`src/hw/rtc_alarm_consts.svh`:
```
// register offsets, field positions, reset values and timing counts of the alarm unit
// Overview of operation
// - an enabled alarm match sets its status flag about 61 us later
// - host writing zero clears a status flag, writing one does nothing
// - a disabled alarm always reads its status flag as zero
// - weekly minute compare is BCD at bank 0 offset 8h, bit 6 weighs 40
// - hour compare bit 5 is PM in 12-hour mode, twenty digit in 24-hour
// - in 12-hour mode the hour counter goes from AM 11 to BCD 32
// - weekday mask bits 0 to 6 each select one day-of-week value 0 to 6
// - weekly alarm never fires while all seven weekday mask bits are zero
// - monthly minute compare is BCD at bank 0 offset Bh, bit 7 spare
// - monthly hour compare at bank 0 offset Ch, bits 5 to 0, bits 7-6 spare
// - day compare at bank 1 offset Bh, bit 7 enables, bits 5-0 BCD day
// - month compare at bank 1 offset Ch, bit 7 enables, bits 4-0 BCD month
// - day and month enables pick daily, monthly, in-month daily or yearly alarm
// - spare alarm register bits are plain storage and never affect matching
// - disabled alarm compare registers serve as general storage for the host
// - when the power-on flag sets, every alarm compare bit loads zero
// - a zero day or month enable makes its other compare bits ignored
// - a flagged alarm pulls the interrupt pin low, clearing the flag releases it
// - loading the present time does not fire until the counters next reach it
// - after a clear an enabled alarm keeps comparing and fires again
`ifndef RTC_ALARM_CONSTS_SVH
`define RTC_ALARM_CONSTS_SVH

// register indexes; byte address is four times the index
`define IDX_WK_MIN 4'h8
`define IDX_WK_HOUR 4'h9
`define IDX_WK_MASK 4'hA
`define IDX_MO_MIN 4'hB
`define IDX_MO_HOUR 4'hC
`define IDX_MO_DAY 4'hB
`define IDX_MO_MONTH 4'hC
`define IDX_CTRL 4'hE
`define IDX_STAT 4'hF

// control fields
`define CTRL_WK_EN 7
`define CTRL_MO_EN 6
// status fields
`define STAT_BANK 7
`define STAT_WK_FLAG 1
`define STAT_MO_FLAG 0
// compare register fields
`define CMP_ENABLE 7
`define MASK_MIN 8'h7F
`define MASK_HOUR 8'h3F
`define MASK_DAY 8'h3F
`define MASK_MONTH 8'h1F
`define MASK_WEEK 8'h7F

`define REG_RESET 8'h00

// flag delay after a match
`define FLAG_DELAY_NS 61000
`define CLK_PERIOD_NS 25
`define FLAG_DELAY_CYC (`FLAG_DELAY_NS / `CLK_PERIOD_NS)

`endif

```
`src/hw/rtc_alarm_pkg.sv`:
```
// types shared by the alarm unit
package rtc_alarm_pkg;
  typedef struct packed
  {
    logic [7:0] minute;
    logic [7:0] hour;
    logic [2:0] weekday;
    logic [7:0] day;
    logic [7:0] month;
  } time_s;

  typedef enum logic [0:0] {bus_idle, bus_read} bus_state_e;

  // alarm slots
  typedef enum logic [0:0] {slot_date, slot_week} slot_e;
endpackage
```
`src/hw/rtc_alarm_match_unit.sv`:
```
// alarm match unit with AHB-Lite register slave
//
// Design decision made here: register access over AHB-Lite.
`timescale 1ns/1ps
`include "rtc_alarm_consts.svh"

module rtc_alarm_match_unit
(
  input wire logic hclk,
  input wire logic hresetn,
  input wire logic hsel,
  input wire logic [31:0] haddr,
  input wire logic [1:0] htrans,
  input wire logic hwrite,
  input wire logic [2:0] hsize,
  input wire logic [31:0] hwdata,
  input wire logic hready,
  output logic [31:0] hrdata,
  output logic hreadyout,
  output logic hresp,
  input wire rtc_alarm_pkg::time_s cur_time,
  input wire logic minute_tick,
  input wire logic power_on_flag,
  output logic int_n_o,
  output logic int_n_oe
);
  import rtc_alarm_pkg::*;

  localparam logic [11:0] DELAY_LAST = 12'(`FLAG_DELAY_CYC - 1);

  logic [7:0] wk_min;
  logic [7:0] wk_hour;
  logic [7:0] wk_mask;
  logic [7:0] mo_min;
  logic [7:0] mo_hour;
  logic [7:0] mo_day;
  logic [7:0] mo_month;
  logic bank;
  logic [1:0] alarm_en;
  logic [1:0] flag;
  logic [1:0] busy;
  logic [11:0] cnt [2];
  logic [1:0] hit;
  logic [1:0] done;
  logic [1:0] clr;
  logic por_prev;
  logic por_rise;
  bus_state_e bus_state;
  logic wr_pend;
  logic [3:0] wr_idx;
  logic wr_ok;
  logic [3:0] rd_idx;
  logic rd_ok;
  logic addr_take;
  logic addr_ok;
  logic [7:0] wd;
  logic [7:0] next_rdata;

  function automatic logic masked_eq(input logic [7:0] a, input logic [7:0] b,
                                     input logic [7:0] m);
    masked_eq = ((a ^ b) & m) == 8'h00;
  endfunction

  // power-on flag edge
  always_ff @(posedge hclk or negedge hresetn)
  begin
    if (!hresetn)
      por_prev <= 1'b0;
    else
      por_prev <= power_on_flag;
  end
  assign por_rise = power_on_flag & ~por_prev;

  // compare logic
  always_comb
  begin
    // 12-hour PM 12 is BCD 32, compared raw like any other hour code
    hit[slot_week] = masked_eq(wk_min, cur_time.minute, `MASK_MIN)
      & masked_eq(wk_hour, cur_time.hour, `MASK_HOUR)
      & wk_mask[cur_time.weekday] & (cur_time.weekday != 3'h7)
      & ((wk_mask & `MASK_WEEK) != 8'h00);
    hit[slot_date] = masked_eq(mo_min, cur_time.minute, `MASK_MIN)
      & masked_eq(mo_hour, cur_time.hour, `MASK_HOUR)
      & (!mo_day[`CMP_ENABLE] | masked_eq(mo_day, cur_time.day, `MASK_DAY))
      & (!mo_month[`CMP_ENABLE]
         | masked_eq(mo_month, cur_time.month, `MASK_MONTH));
  end

  // delay from match to flag
  always_ff @(posedge hclk or negedge hresetn)
  begin
    if (!hresetn)
    begin
      busy <= 2'b00;
      cnt[0] <= 12'h000;
      cnt[1] <= 12'h000;
    end
    else
    begin
      for (int i = 0; i < 2; i++)
      begin
        if (!alarm_en[i])
        begin
          busy[i] <= 1'b0;
          cnt[i] <= 12'h000;
        end
        else if (busy[i])
        begin
          busy[i] <= (cnt[i] != DELAY_LAST);
          cnt[i] <= cnt[i] + 12'h001;
        end
        else if (minute_tick && hit[i])
        begin
          busy[i] <= 1'b1;
          cnt[i] <= 12'h000;
        end
      end
    end
  end

  always_comb
  begin
    for (int i = 0; i < 2; i++)
      done[i] = busy[i] & (cnt[i] == DELAY_LAST);
  end

  // bus address phase
  assign addr_take = hsel & hready & htrans[1];
  assign addr_ok = (haddr[31:6] == 26'h0) & (haddr[1:0] == 2'b00);

  always_ff @(posedge hclk or negedge hresetn)
  begin
    if (!hresetn)
    begin
      wr_pend <= 1'b0;
      wr_idx <= 4'h0;
      wr_ok <= 1'b0;
      rd_idx <= 4'h0;
      rd_ok <= 1'b0;
    end
    else
    begin
      wr_pend <= addr_take & hwrite;
      if (addr_take)
      begin
        wr_idx <= haddr[5:2];
        wr_ok <= addr_ok;
        rd_idx <= haddr[5:2];
        rd_ok <= addr_ok;
      end
    end
  end

  // reads take one wait state so a write just before is seen
  always_ff @(posedge hclk or negedge hresetn)
  begin
    if (!hresetn)
    begin
      bus_state <= bus_idle;
      hreadyout <= 1'b1;
      hrdata <= 32'h00000000;
    end
    else
    begin
      case (bus_state)
        bus_idle:
        begin
          if (addr_take && !hwrite)
          begin
            bus_state <= bus_read;
            hreadyout <= 1'b0;
          end
        end
        bus_read:
        begin
          bus_state <= bus_idle;
          hreadyout <= 1'b1;
          hrdata <= {24'h000000, next_rdata};
        end
        default:
        begin
          bus_state <= bus_idle;
          hreadyout <= 1'b1;
        end
      endcase
    end
  end

  always_ff @(posedge hclk or negedge hresetn)
  begin
    if (!hresetn)
      hresp <= 1'b0;
    else
      hresp <= 1'b0;
  end

  always_comb
  begin
    next_rdata = 8'h00;
    if (rd_ok)
    begin
      case (rd_idx)
        `IDX_WK_MIN: next_rdata = wk_min;
        `IDX_WK_HOUR: next_rdata = wk_hour;
        `IDX_WK_MASK: next_rdata = wk_mask;
        `IDX_MO_MIN: next_rdata = bank ? mo_day : mo_min;
        `IDX_MO_HOUR: next_rdata = bank ? mo_month : mo_hour;
        `IDX_CTRL:
        begin
          next_rdata[`CTRL_WK_EN] = alarm_en[slot_week];
          next_rdata[`CTRL_MO_EN] = alarm_en[slot_date];
        end
        `IDX_STAT:
        begin
          next_rdata[`STAT_BANK] = bank;
          next_rdata[`STAT_WK_FLAG] = flag[slot_week] & alarm_en[slot_week];
          next_rdata[`STAT_MO_FLAG] = flag[slot_date] & alarm_en[slot_date];
        end
        default: next_rdata = 8'h00;
      endcase
    end
  end

  // register writes
  assign wd = hwdata[7:0];

  always_ff @(posedge hclk or negedge hresetn)
  begin
    if (!hresetn)
    begin
      wk_min <= `REG_RESET;
      wk_hour <= `REG_RESET;
      wk_mask <= `REG_RESET;
      mo_min <= `REG_RESET;
      mo_hour <= `REG_RESET;
      mo_day <= `REG_RESET;
      mo_month <= `REG_RESET;
    end
    else if (por_rise)
    begin
      wk_min <= `REG_RESET;
      wk_hour <= `REG_RESET;
      wk_mask <= `REG_RESET;
      mo_min <= `REG_RESET;
      mo_hour <= `REG_RESET;
      mo_day <= `REG_RESET;
      mo_month <= `REG_RESET;
    end
    else if (wr_pend && wr_ok)
    begin
      // all eight bits stored whatever the enables
      case (wr_idx)
        `IDX_WK_MIN: wk_min <= wd;
        `IDX_WK_HOUR: wk_hour <= wd;
        `IDX_WK_MASK: wk_mask <= wd;
        `IDX_MO_MIN:
        begin
          if (bank)
            mo_day <= wd;
          else
            mo_min <= wd;
        end
        `IDX_MO_HOUR:
        begin
          if (bank)
            mo_month <= wd;
          else
            mo_hour <= wd;
        end
        default: ;
      endcase
    end
  end

  always_ff @(posedge hclk or negedge hresetn)
  begin
    if (!hresetn)
    begin
      alarm_en <= 2'b00;
      bank <= 1'b0;
    end
    else if (por_rise)
    begin
      alarm_en <= 2'b00;
      bank <= 1'b0;
    end
    else if (wr_pend && wr_ok)
    begin
      if (wr_idx == `IDX_CTRL)
      begin
        alarm_en[slot_week] <= wd[`CTRL_WK_EN];
        alarm_en[slot_date] <= wd[`CTRL_MO_EN];
      end
      if (wr_idx == `IDX_STAT)
        bank <= wd[`STAT_BANK];
    end
  end

  // status flags: a set in the same cycle as a clear wins
  always_comb
  begin
    clr = 2'b00;
    if (wr_pend && wr_ok && wr_idx == `IDX_STAT)
    begin
      clr[slot_week] = ~wd[`STAT_WK_FLAG];
      clr[slot_date] = ~wd[`STAT_MO_FLAG];
    end
  end

  always_ff @(posedge hclk or negedge hresetn)
  begin
    if (!hresetn)
      flag <= 2'b00;
    else
    begin
      for (int i = 0; i < 2; i++)
      begin
        if (!alarm_en[i])
          flag[i] <= 1'b0;
        else if (done[i])
          flag[i] <= 1'b1;
        else if (clr[i])
          flag[i] <= 1'b0;
      end
    end
  end

  // open-drain interrupt pin, low while a flag stands
  always_ff @(posedge hclk or negedge hresetn)
  begin
    if (!hresetn)
    begin
      int_n_o <= 1'b0;
      int_n_oe <= 1'b0;
    end
    else
    begin
      int_n_o <= 1'b0;
      int_n_oe <= |next_flag_or(alarm_en, done, clr, flag);
    end
  end

  function automatic logic [1:0] next_flag_or(input logic [1:0] en, input logic [1:0] dn,
                                               input logic [1:0] cl, input logic [1:0] fl);
    next_flag_or = en & (dn | (fl & ~cl));
  endfunction

  a_flag_delay: assert property (@(posedge hclk) disable iff (!hresetn)
    $rose(flag[slot_week]) |-> $past(busy[slot_week]) && $past(cnt[slot_week]) == DELAY_LAST)
    else $error("weekly flag set without full delay");

  a_flag_write_one: assert property (@(posedge hclk) disable iff (!hresetn)
    !flag[slot_date] && !done[slot_date] |=> !flag[slot_date])
    else $error("date flag set without alarm");

  a_flag_clear_zero: assert property (@(posedge hclk) disable iff (!hresetn)
    clr[slot_week] && !done[slot_week] |=> !flag[slot_week])
    else $error("weekly flag not cleared by zero write");

  a_disabled_flag_zero: assert property (@(posedge hclk) disable iff (!hresetn)
    !alarm_en[slot_date] |=> !flag[slot_date])
    else $error("date flag standing while disabled");

  a_empty_mask: assert property (@(posedge hclk) disable iff (!hresetn)
    (wk_mask & `MASK_WEEK) == 8'h00 |-> !hit[slot_week])
    else $error("weekly match with empty day mask");

  a_day_ignored: assert property (@(posedge hclk) disable iff (!hresetn)
    !mo_day[`CMP_ENABLE] && !mo_month[`CMP_ENABLE] && masked_eq(mo_min, cur_time.minute,
    `MASK_MIN) && masked_eq(mo_hour, cur_time.hour, `MASK_HOUR) |-> hit[slot_date])
    else $error("daily alarm blocked by disabled day or month");

  a_por_clears: assert property (@(posedge hclk) disable iff (!hresetn)
    por_rise |=> wk_min == 8'h00 && wk_mask == 8'h00 && mo_day == 8'h00 && mo_month == 8'h00)
    else $error("compare registers not zeroed on power-on");

  a_int_pin: assert property (@(posedge hclk) disable iff (!hresetn)
    ##1 int_n_oe == (|flag))
    else $error("interrupt pin disagrees with flags");

  a_tick_start: assert property (@(posedge hclk) disable iff (!hresetn)
    !busy[slot_date] && !minute_tick |=> !busy[slot_date])
    else $error("date compare started without minute update");

  a_read_wait: assert property (@(posedge hclk) disable iff (!hresetn)
    bus_state == bus_idle && addr_take && !hwrite |=> !hreadyout ##1 hreadyout)
    else $error("read answer timing wrong");

  c_week_fire: cover property (@(posedge hclk) disable iff (!hresetn) $rose(flag[slot_week]));
  c_date_fire: cover property (@(posedge hclk) disable iff (!hresetn) $rose(flag[slot_date]));
  c_set_beats_clear: cover property (@(posedge hclk) disable iff (!hresetn)
    done[slot_date] && clr[slot_date]);
  c_yearly: cover property (@(posedge hclk) disable iff (!hresetn)
    hit[slot_date] && mo_day[`CMP_ENABLE] && mo_month[`CMP_ENABLE]);

endmodule

```
`config.mk`:
```
export PLATFORM = sky130hd
export DESIGN_NAME = rtc_alarm_match_unit
export DESIGN_NICKNAME = d
export VERILOG_FILES = /design/src/hw/rtc_alarm_pkg.sv /design/src/hw/rtc_alarm_match_unit.sv
export VERILOG_INCLUDE_DIRS = /design/src /design/src/hw
export SDC_FILE = /design/constraint.sdc
export NUM_CORES = 1
export LEC_CHECK = 0
export BUFFER_PORTS_ARGS = -buffer_cell sky130_fd_sc_hd__buf_2
export CORE_MARGIN = 1
export CORE_UTILIZATION = 54
export CTS_CLUSTER_SIZE = 30
export DETAILED_ROUTE_END_ITERATION = 8
export PLACE_DENSITY = 0.8
export SLEW_MARGIN = 20
export SYNTH_ARGS = -nofsm -noshare
export SYNTH_HDL_FRONTEND = slang
export SYNTH_SLANG_ARGS = --single-unit
```
`constraint.sdc`:
```
create_clock -name hclk -period 1.9 [get_ports hclk]
set_input_delay 0.285 -clock hclk [delete_from_list [all_inputs] [get_ports hclk]]
set_output_delay 0.285 -clock hclk [all_outputs]
set_load 0.02 [all_outputs]
```
==> reports/metrics.cfg, run 1 <==
[finish]
final_common_cell = dfrtp_1
post-route-util_pct = 65.8
final_cell_mix = dfrtp_1 (104), buf_2 (83), nor2_1 (60)
drive_above_1_share_pct = 25.0
seq_area_um2 = 2630
multi_input_area_um2 = 3250
diodes = 0
fillers = 854
area_growth_pct = 17.8
nets = 847

[run]
drv_cap = 0

[clocking]
clkSinkCount = 105
tritoncts = built
clkTransAtPathRegs_ns = 0.08
root_buffer = clkbuf_16
clk_latency_ns = 0.36
cts_htree_levels = 3
cts.path.max_buffers = 2
cts_buffers = 9

[hold_path]
hold_end = por_prev
hp-start = power_on_flag
worstHoldPathType = primary input to flop
holdPathStages = 1

[worst_setup_path]
slowest_stage = dfrtp_1
critPathArrivalTime_ns = 2.07
worstSetupStartpointType = flop
rrSetupSlack_ns = 0.05
cpPeakStageDelay_ns = 0.41
crit_fanout = 7
critical_path_buf_inv_count = 2
cp_cell_sequence = xor2_1 > nor4_2 > nand4_1 > buf_6 > o31ai_4 > buf_6 > o21ai_0
cp_common_cell = buf_6
critPathRequiredTime_ns = 2.12
reg2reg_to = cnt[21]
critPathCaptureType = flop
cp_top_family = simple AND/OR/NAND/NOR gates
r2r_cells = 7
r2r_start = mo_min[4]
worstSetupPathType = flop to flop

[timing]
timing.final.crit_share_pct = 97.2
relSlewSlack_pct = 56.9
setup_viol = 0
tightest_slew_ns = 0.647
finalHoldViolations = 0
drv_slew = 0
rsz0062_at_grt = true
fin_skew_ns = 0.0144
layout_min_cycle_time_ns = 1.85
max_freq_ghz = 0.542
layout_setup_ws_ns = 0.0540

[route]
drt-initial-drc-count = 457
ant_nets = 0
first_pass_iters = 5
drc = 0
routedWlPerCell_um = 18.4
num_vias = 5255
viasPerCell = 5.98
drt_wl_total_um = 16100

[placement]
dp_worst_setup_slack_ns = -0.0715
dp_hpwl_um = 12000
globalplace.congestion = 0.910
io_buffers = 84

[die]
die_area_um2 = 11700
core_um2 = 10900
io_pins = 147
die_h_um = 108
rows = 38
start_util_pct = 55.9
die_w_um = 108

[synthesis]
synth_edf_count = 0
yosysTopAreaCellShare_pct = 42.6
synth_top_flop_cell = dfrtp_1
netlist_top_cells_area = dfrtp_1 (43%), mux2i_1 (6.9%), mux2_2 (4.6%), xor2_1 (4.4%), nor2_1 (3.7%)
synth_area_um2 = 6110
yosysSeqAreaShare_pct = 43.0
async_flop_share_pct = 100
syn_inst = 625
yosys_warnings = 0
avgSynthCellArea_um2 = 9.77
ys_ff_latch = 105
synth_top_area_cell = dfrtp_1
yosysUniqueCellTypes = 65

[global_routing]
overflow = 0
grt_pass1_vias = 5027
antenna_found_initial = 0
grt_max_degree = 39
grt_pass1_wl_um = 25800
grtUsageTotal_pct = 29.1

[run_status]
outcome = finished clean

[pwr]
power.density_nw_per_um2 = 720
total_power_uw = 5180
ir_drop_mv = 0.727
power.leakage_uw = 0.00325

==> per-stage QoR <==
| step | area, um2 | instances | hold slack, ns | setup TNS [ns] |
|---|---|---|---|---|
| final | 7190 | 879 | 0.0713 | 0 |
| after global routing | 7190 | 879 | 0.0642 | -0.137 |
| after CTS | 7120 | 877 | 0.0601 | 0 |
| after detailed placement | 6820 | 856 | 0.298 | -0.251 |
| after global placement | 6820 | 856 | 0.300 | 0 |
| after floorplan | 6200 | 650 | -0.0106 | 0 |
==> how the worst max path moves through the flow <==
stage                             from   endpoint  slack [ns]  cells after the start
after floorplan                   bank  hrdata[2]        0.18                      6
after global placement       rd_idx[0]  mo_day[2]        0.09                      4
after detailed placement  cur_time[31]    cnt[13]       -0.07                      7
after CTS                    mo_min[4]    cnt[18]     0.00007                      7
after global routing         mo_min[4]    cnt[17]       -0.04                      7
final                        mo_min[4]    cnt[21]        0.05                      7
==> final cells by class <==
cell class | instances | area share, %
Clock inverter | 5 | 0.435
Tap cell | 140 | 2.43
Clock buffer | 11 | 3.23
Inverter | 14 | 0.730
Timing Repair Buffer | 125 | 11.4
Multi-Input combinational cell | 479 | 45.2
Sequential cell | 105 | 36.5
==> synthesized netlist by cell type (4+ instances only) <==
library cell,instances
nand2_1,44
o211ai_1,6
a21boi_0,6
xnor2_1,10
a22o_1,5
or3_1,5
nor4_1,20
mux2i_1,42
inv_1,14
a22oi_1,5
o311ai_0,4
nor2b_1,9
and2_1,11
nand3_1,29
nor2_1,60
and3_1,6
clkbuf_1,15
xor2_1,31
a221o_1,5
a211oi_1,5
nand2b_1,7
mux2_2,25
buf_4,28
nor3_1,16
dfrtp_1,104
o21ai_0,29
a21oi_1,10
nand4_1,11
buf_2,7
==> layer usage <==
metal	up-vias	wire length [um]	GRT usage [%]
li1	2430	-	-
met4	0	513	11.2
met2	219	7920	48.3
met5	-	0	0
met3	41	987	6.27
met1	2565	6720	37.1
==> power breakdown <==
part	switching [uW]	leakage (uW)	internal, uW
clock network	845	0.000130	888
registers	112	0.00141	2350
logic	572	0.00171	410
total	1530	0.00325	3650
==> logic make-up after synthesis <==
group                    Yosys count  share of synthesized area [%]
XOR/XNOR                          41                           5.88
AND/OR/NAND/NOR                  234                           19.6
other                              1                         0.0614
multiplexers                      68                           11.9
AO/OA/AOI/OAI                    108                           13.1
buffers and inverters             66                           6.04
adder cells (fa/ha/maj)            2                          0.410
flip-flops                       105                           43.0
==> sequential cells by signal (all words and copies together), names as in the netlist, 2 cells and up <==
name and count:
cnt 24, hrdata 8, mo_day 8, mo_hour 8, mo_min 8, mo_month 8, wk_hour 8, wk_mask 8
wk_min 8, rd_idx 4, alarm_en 2, busy 2, flag 2
==> worst register-to-register path: cells and delay by family, from the launching register on <==
family | cells | cell delay (ns)
xor gates and xnor gates | 1 | 0.19
buffers and inverters | 2 | 0.35
and+or+nand+nor | 2 | 0.51
AOI/OAI and AO/OA | 2 | 0.26
DFF | 1 | 0.41
==> what timing repair did <==
action / 4_1_cts / 5_1_grt
gates resized for setup: 2 / 12
endpoints found under the setup margin: 17 / 14
pin swaps: 4 / 5
hold endpoints to repair: 35 / 0
hold buffers: 1 / 0
setup buffers: 4 / 2
cloned: 0 / 0
(Power assumes the default switching activity.)
==> run 2, diff against run 1 <==
--- a/config.mk
+++ b/config.mk
@@ -8,2 +8,3 @@
 export LEC_CHECK = 0
+export ABC_AREA = 1
 export BUFFER_PORTS_ARGS = -buffer_cell sky130_fd_sc_hd__buf_2
@@ -13,3 +14,3 @@
 export DETAILED_ROUTE_END_ITERATION = 8
-export PLACE_DENSITY = 0.8
+export PLACE_DENSITY = 0.81
 export SLEW_MARGIN = 20
==> constraint.sdc (replaced) <==
create_clock -name hclk -period 1.9 [get_ports hclk]
set_input_delay 0.19 -clock hclk [delete_from_list [all_inputs] [get_ports hclk]]
set_output_delay 0.19 -clock hclk [all_outputs]
set_load 0.02 [all_outputs]
==> reports/metrics.cfg, run 2 <==
[run_status]
outcome = finished, violations left
violations = design-rule violations

[pwr]
power.switching_uw = 1620  ; +5.7%
internal-power_uw = 3420  ; -6.3%
clockPowerShare_pct = 26.9  ; -6.6 points
power.leakage_uw = 0.00358  ; +10%
ir_drop_mv = 0.544  ; -25%
power.density_nw_per_um2 = 746  ; +3.6%
seqPwrFrac_pct = 53.5  ; +5.9 points
p_sw_share_pct = 32.1  ; +2.6 points
comb_power_share_pct = 19.6  ; +0.6 points

[timing]
setup_viol = 0  ; unchanged
timing.final.crit_share_pct = 88.0  ; -9.2 points
fin_skew_ns = 0.0155  ; +0.00109 ns
finalHoldViolations = 0  ; unchanged
relSlewSlack_pct = 64.9  ; +8.0 points
tightest_slew_ns = 0.524  ; -0.122 ns
rsz0062_at_grt = false
setup_tns_ns = 0  ; unchanged
layout_min_cycle_time_ns = 1.67  ; -0.175 ns
max_freq_ghz = 0.598  ; +10%
drv_slew = 0  ; unchanged

[route]
ant_nets = 0  ; unchanged
drt-initial-drc-count = 552  ; +21%
routedWlPerCell_um = 14.3  ; -22%
first_pass_iters = 9  ; +4
num_vias = 5608  ; +6.7%
viasPerCell = 5.29  ; -12%
drt_wl_total_um = 15100  ; -6.2%
drc = 2  ; +2

[synthesis]
avgSynthCellArea_um2 = 7.32  ; -25%
post-synth-top-count-cell = nand2_1
ys_ff_latch = 105  ; unchanged
syn_inst = 819  ; +31%
synth_top_area_cell = dfrtp_1
async_flop_share_pct = 100  ; unchanged
synth_area_um2 = 5990  ; -1.9%
yosys_warnings = 0  ; unchanged
netlist_top_cells_area = dfrtp_1 (43%), nand2_1 (17%), o21ai_0 (6.5%), inv_1 (6.5%), buf_4 (3.5%)
synth_edf_count = 0  ; unchanged
ys_top_cells_by_count = nand2_1 (268), dfrtp_1 (104), inv_1 (104), o21ai_0 (78), nor2_1 (51)
yosysTopAreaCellShare_pct = 43.4  ; +0.81 points
yosysSeqAreaShare_pct = 43.9  ; +0.82 points
synth_top_flop_cell = dfrtp_1
yosysUniqueCellTypes = 42  ; -35%

[finish]
final_cell_mix = nand2_1 (268), inv_1 (104), dfrtp_1 (104)
fin_area_um2 = 6750  ; -6.2%
diodes = 0  ; unchanged
area_growth_pct = 12.6
nets = 1028  ; +21%
largest_register_ff_count = 24  ; unchanged
final_common_cell = nand2_1
drive_above_1_share_pct = 15.8  ; -9.3 points
regMostFlops = cnt

[placement]
dp_hpwl_um = 11400  ; -5.4%
dpl_cell_area_um2 = 6530  ; -4.2%
io_buffers = 84  ; unchanged
globalplace.congestion = 0.977  ; +7.4%

[global_routing]
grtUsageTotal_pct = 27.8  ; -1.3 points
grt_max_degree = 47  ; +21%
grt_pass1_wl_um = 24500  ; -5.0%
antenna_found_initial = 0  ; unchanged
grt_pass1_vias = 5067  ; +0.80%
overflow = 0  ; unchanged

[hold_path]
hp-start = haddr[3]
worstHoldPathType = primary input to flop

[worst_setup_path]
r2r_start = rd_idx[2]
critPathLaunch = rd_idx[2]
critPathCaptureType = flop
crit_fanout = 16  ; +9
critPathArrivalTime_ns = 1.93  ; -0.14 ns
worstSetupStartpointType = flop
critPathRequiredTime_ns = 2.16  ; +0.04 ns
worstSetupPathType = flop to flop

[die]
core_um2 = 10800  ; -0.87%
die_area_um2 = 11500  ; -1.8%
die_h_um = 107  ; -0.92%
die_w_um = 107  ; -0.92%
start_util_pct = 55.3  ; -0.56 points
rows = 38  ; unchanged
io_pins = 147  ; unchanged

[clocking]
cts_buffers = 9  ; unchanged
tritoncts = built
post-cts-setup-buffer-count = 0  ; -4
clk_latency_ns = 0.38  ; +0.02 ns
cts.path.max_buffers = 2  ; unchanged
clkTransAtPathRegs_ns = 0.10  ; +0.02 ns
clkSinkCount = 105  ; unchanged
root_buffer = clkbuf_8
cts_htree_levels = 3  ; unchanged

[run]
drv_cap = 0  ; unchanged

[run 2: final timing paths]
check / cells after the start / slack (ns) / endpoint
setup / recovery: 7 / 0.23 / mo_min[3]
hold / removal: 3 / 0.02 / rd_idx[1]
setup reg to reg: 7 / 0.23 / mo_min[3]
hold reg to reg: 2 / 0.49 / hrdata[0]
max in group asynchronous: 3 / 0.96 / wk_min[3]
min in group asynchronous: 2 / 0.28 / cnt[5]
[run 2: through the flow]
stage / utilization (%) / total power (uW) / instances / worst slack (ns) / hold WS, ns
2_1_floorplan: - / 3380 / 844 / 0.469 / -0.106
6_report: 62.3 / 5040 / 1060 / 0.229 / 0.0177
4_1_cts: 62.3 / 5050 / 1060 / 0.235 / 0.00459
5_1_grt: 62.3 / 5310 / 1060 / 0.0276 / 0.00349
3_5_place_dp: 60.2 / 3710 / 1041 / 0.254 / 0.156
3_3_place_gp: 60.2 / 3670 / 1041 / 0.221 / 0.150
[run 2: cells by family after synthesis]
family	share of synthesized area, %
compound gates	13.7
xor+xnor	0.877
fa+ha+maj	0.417
buf+inv	11.6
flops	43.9
other cells	0.0626
simple gates	29.5
[run 2: layer usage]
metal,track usage (%),up-vias,routed length [um]
met5,0,-,0
met4,8.22,0,323
met3,5.69,29,1090
met2,43.8,210,6930
met1,38.7,2583,6790
li1,-,2786,-
[run 2: power by group through the flow]
stage                     clock, uW  sequential, uW  combinational [uW]
after floorplan                   0            2680                 701
after global placement            0            2730                 944
after detailed placement          0            2730                 974
after CTS                      1380            2690                 984
after global routing           1450            2730                1130
final                          1350            2700                 989
[run 2: worst max-delay path: stages, from the launching register on]
cell,delay [ns]
dfrtp_1,0.40
inv_1,0.08
nand2_2,0.09
nor3_4,0.42
or2_4,0.25
nand2_4,0.14
nand2_1,0.12
o21ai_2,0.05
[run 2: area by class of cell]
cell class / instances / area [um2]
sequential: 105 / 2630
inverter: 108 / 405
fill: 1019 / 4090
tap: 140 / 175
clock buffer: 12 / 165
timing repair buffer: 103 / 586
clock inverter: 4 / 26.3
multi-input combinational: 588 / 2770
[run 2: timing repair]
| action | 4_1_cts | 5_1_grt |
|---|---|---|
| resized for setup | 0 | 0 |
| setup endpoints to repair | 0 | 0 |
| hold buffers | 3 | 0 |
| endpoints found under the hold margin | 28 | 0 |
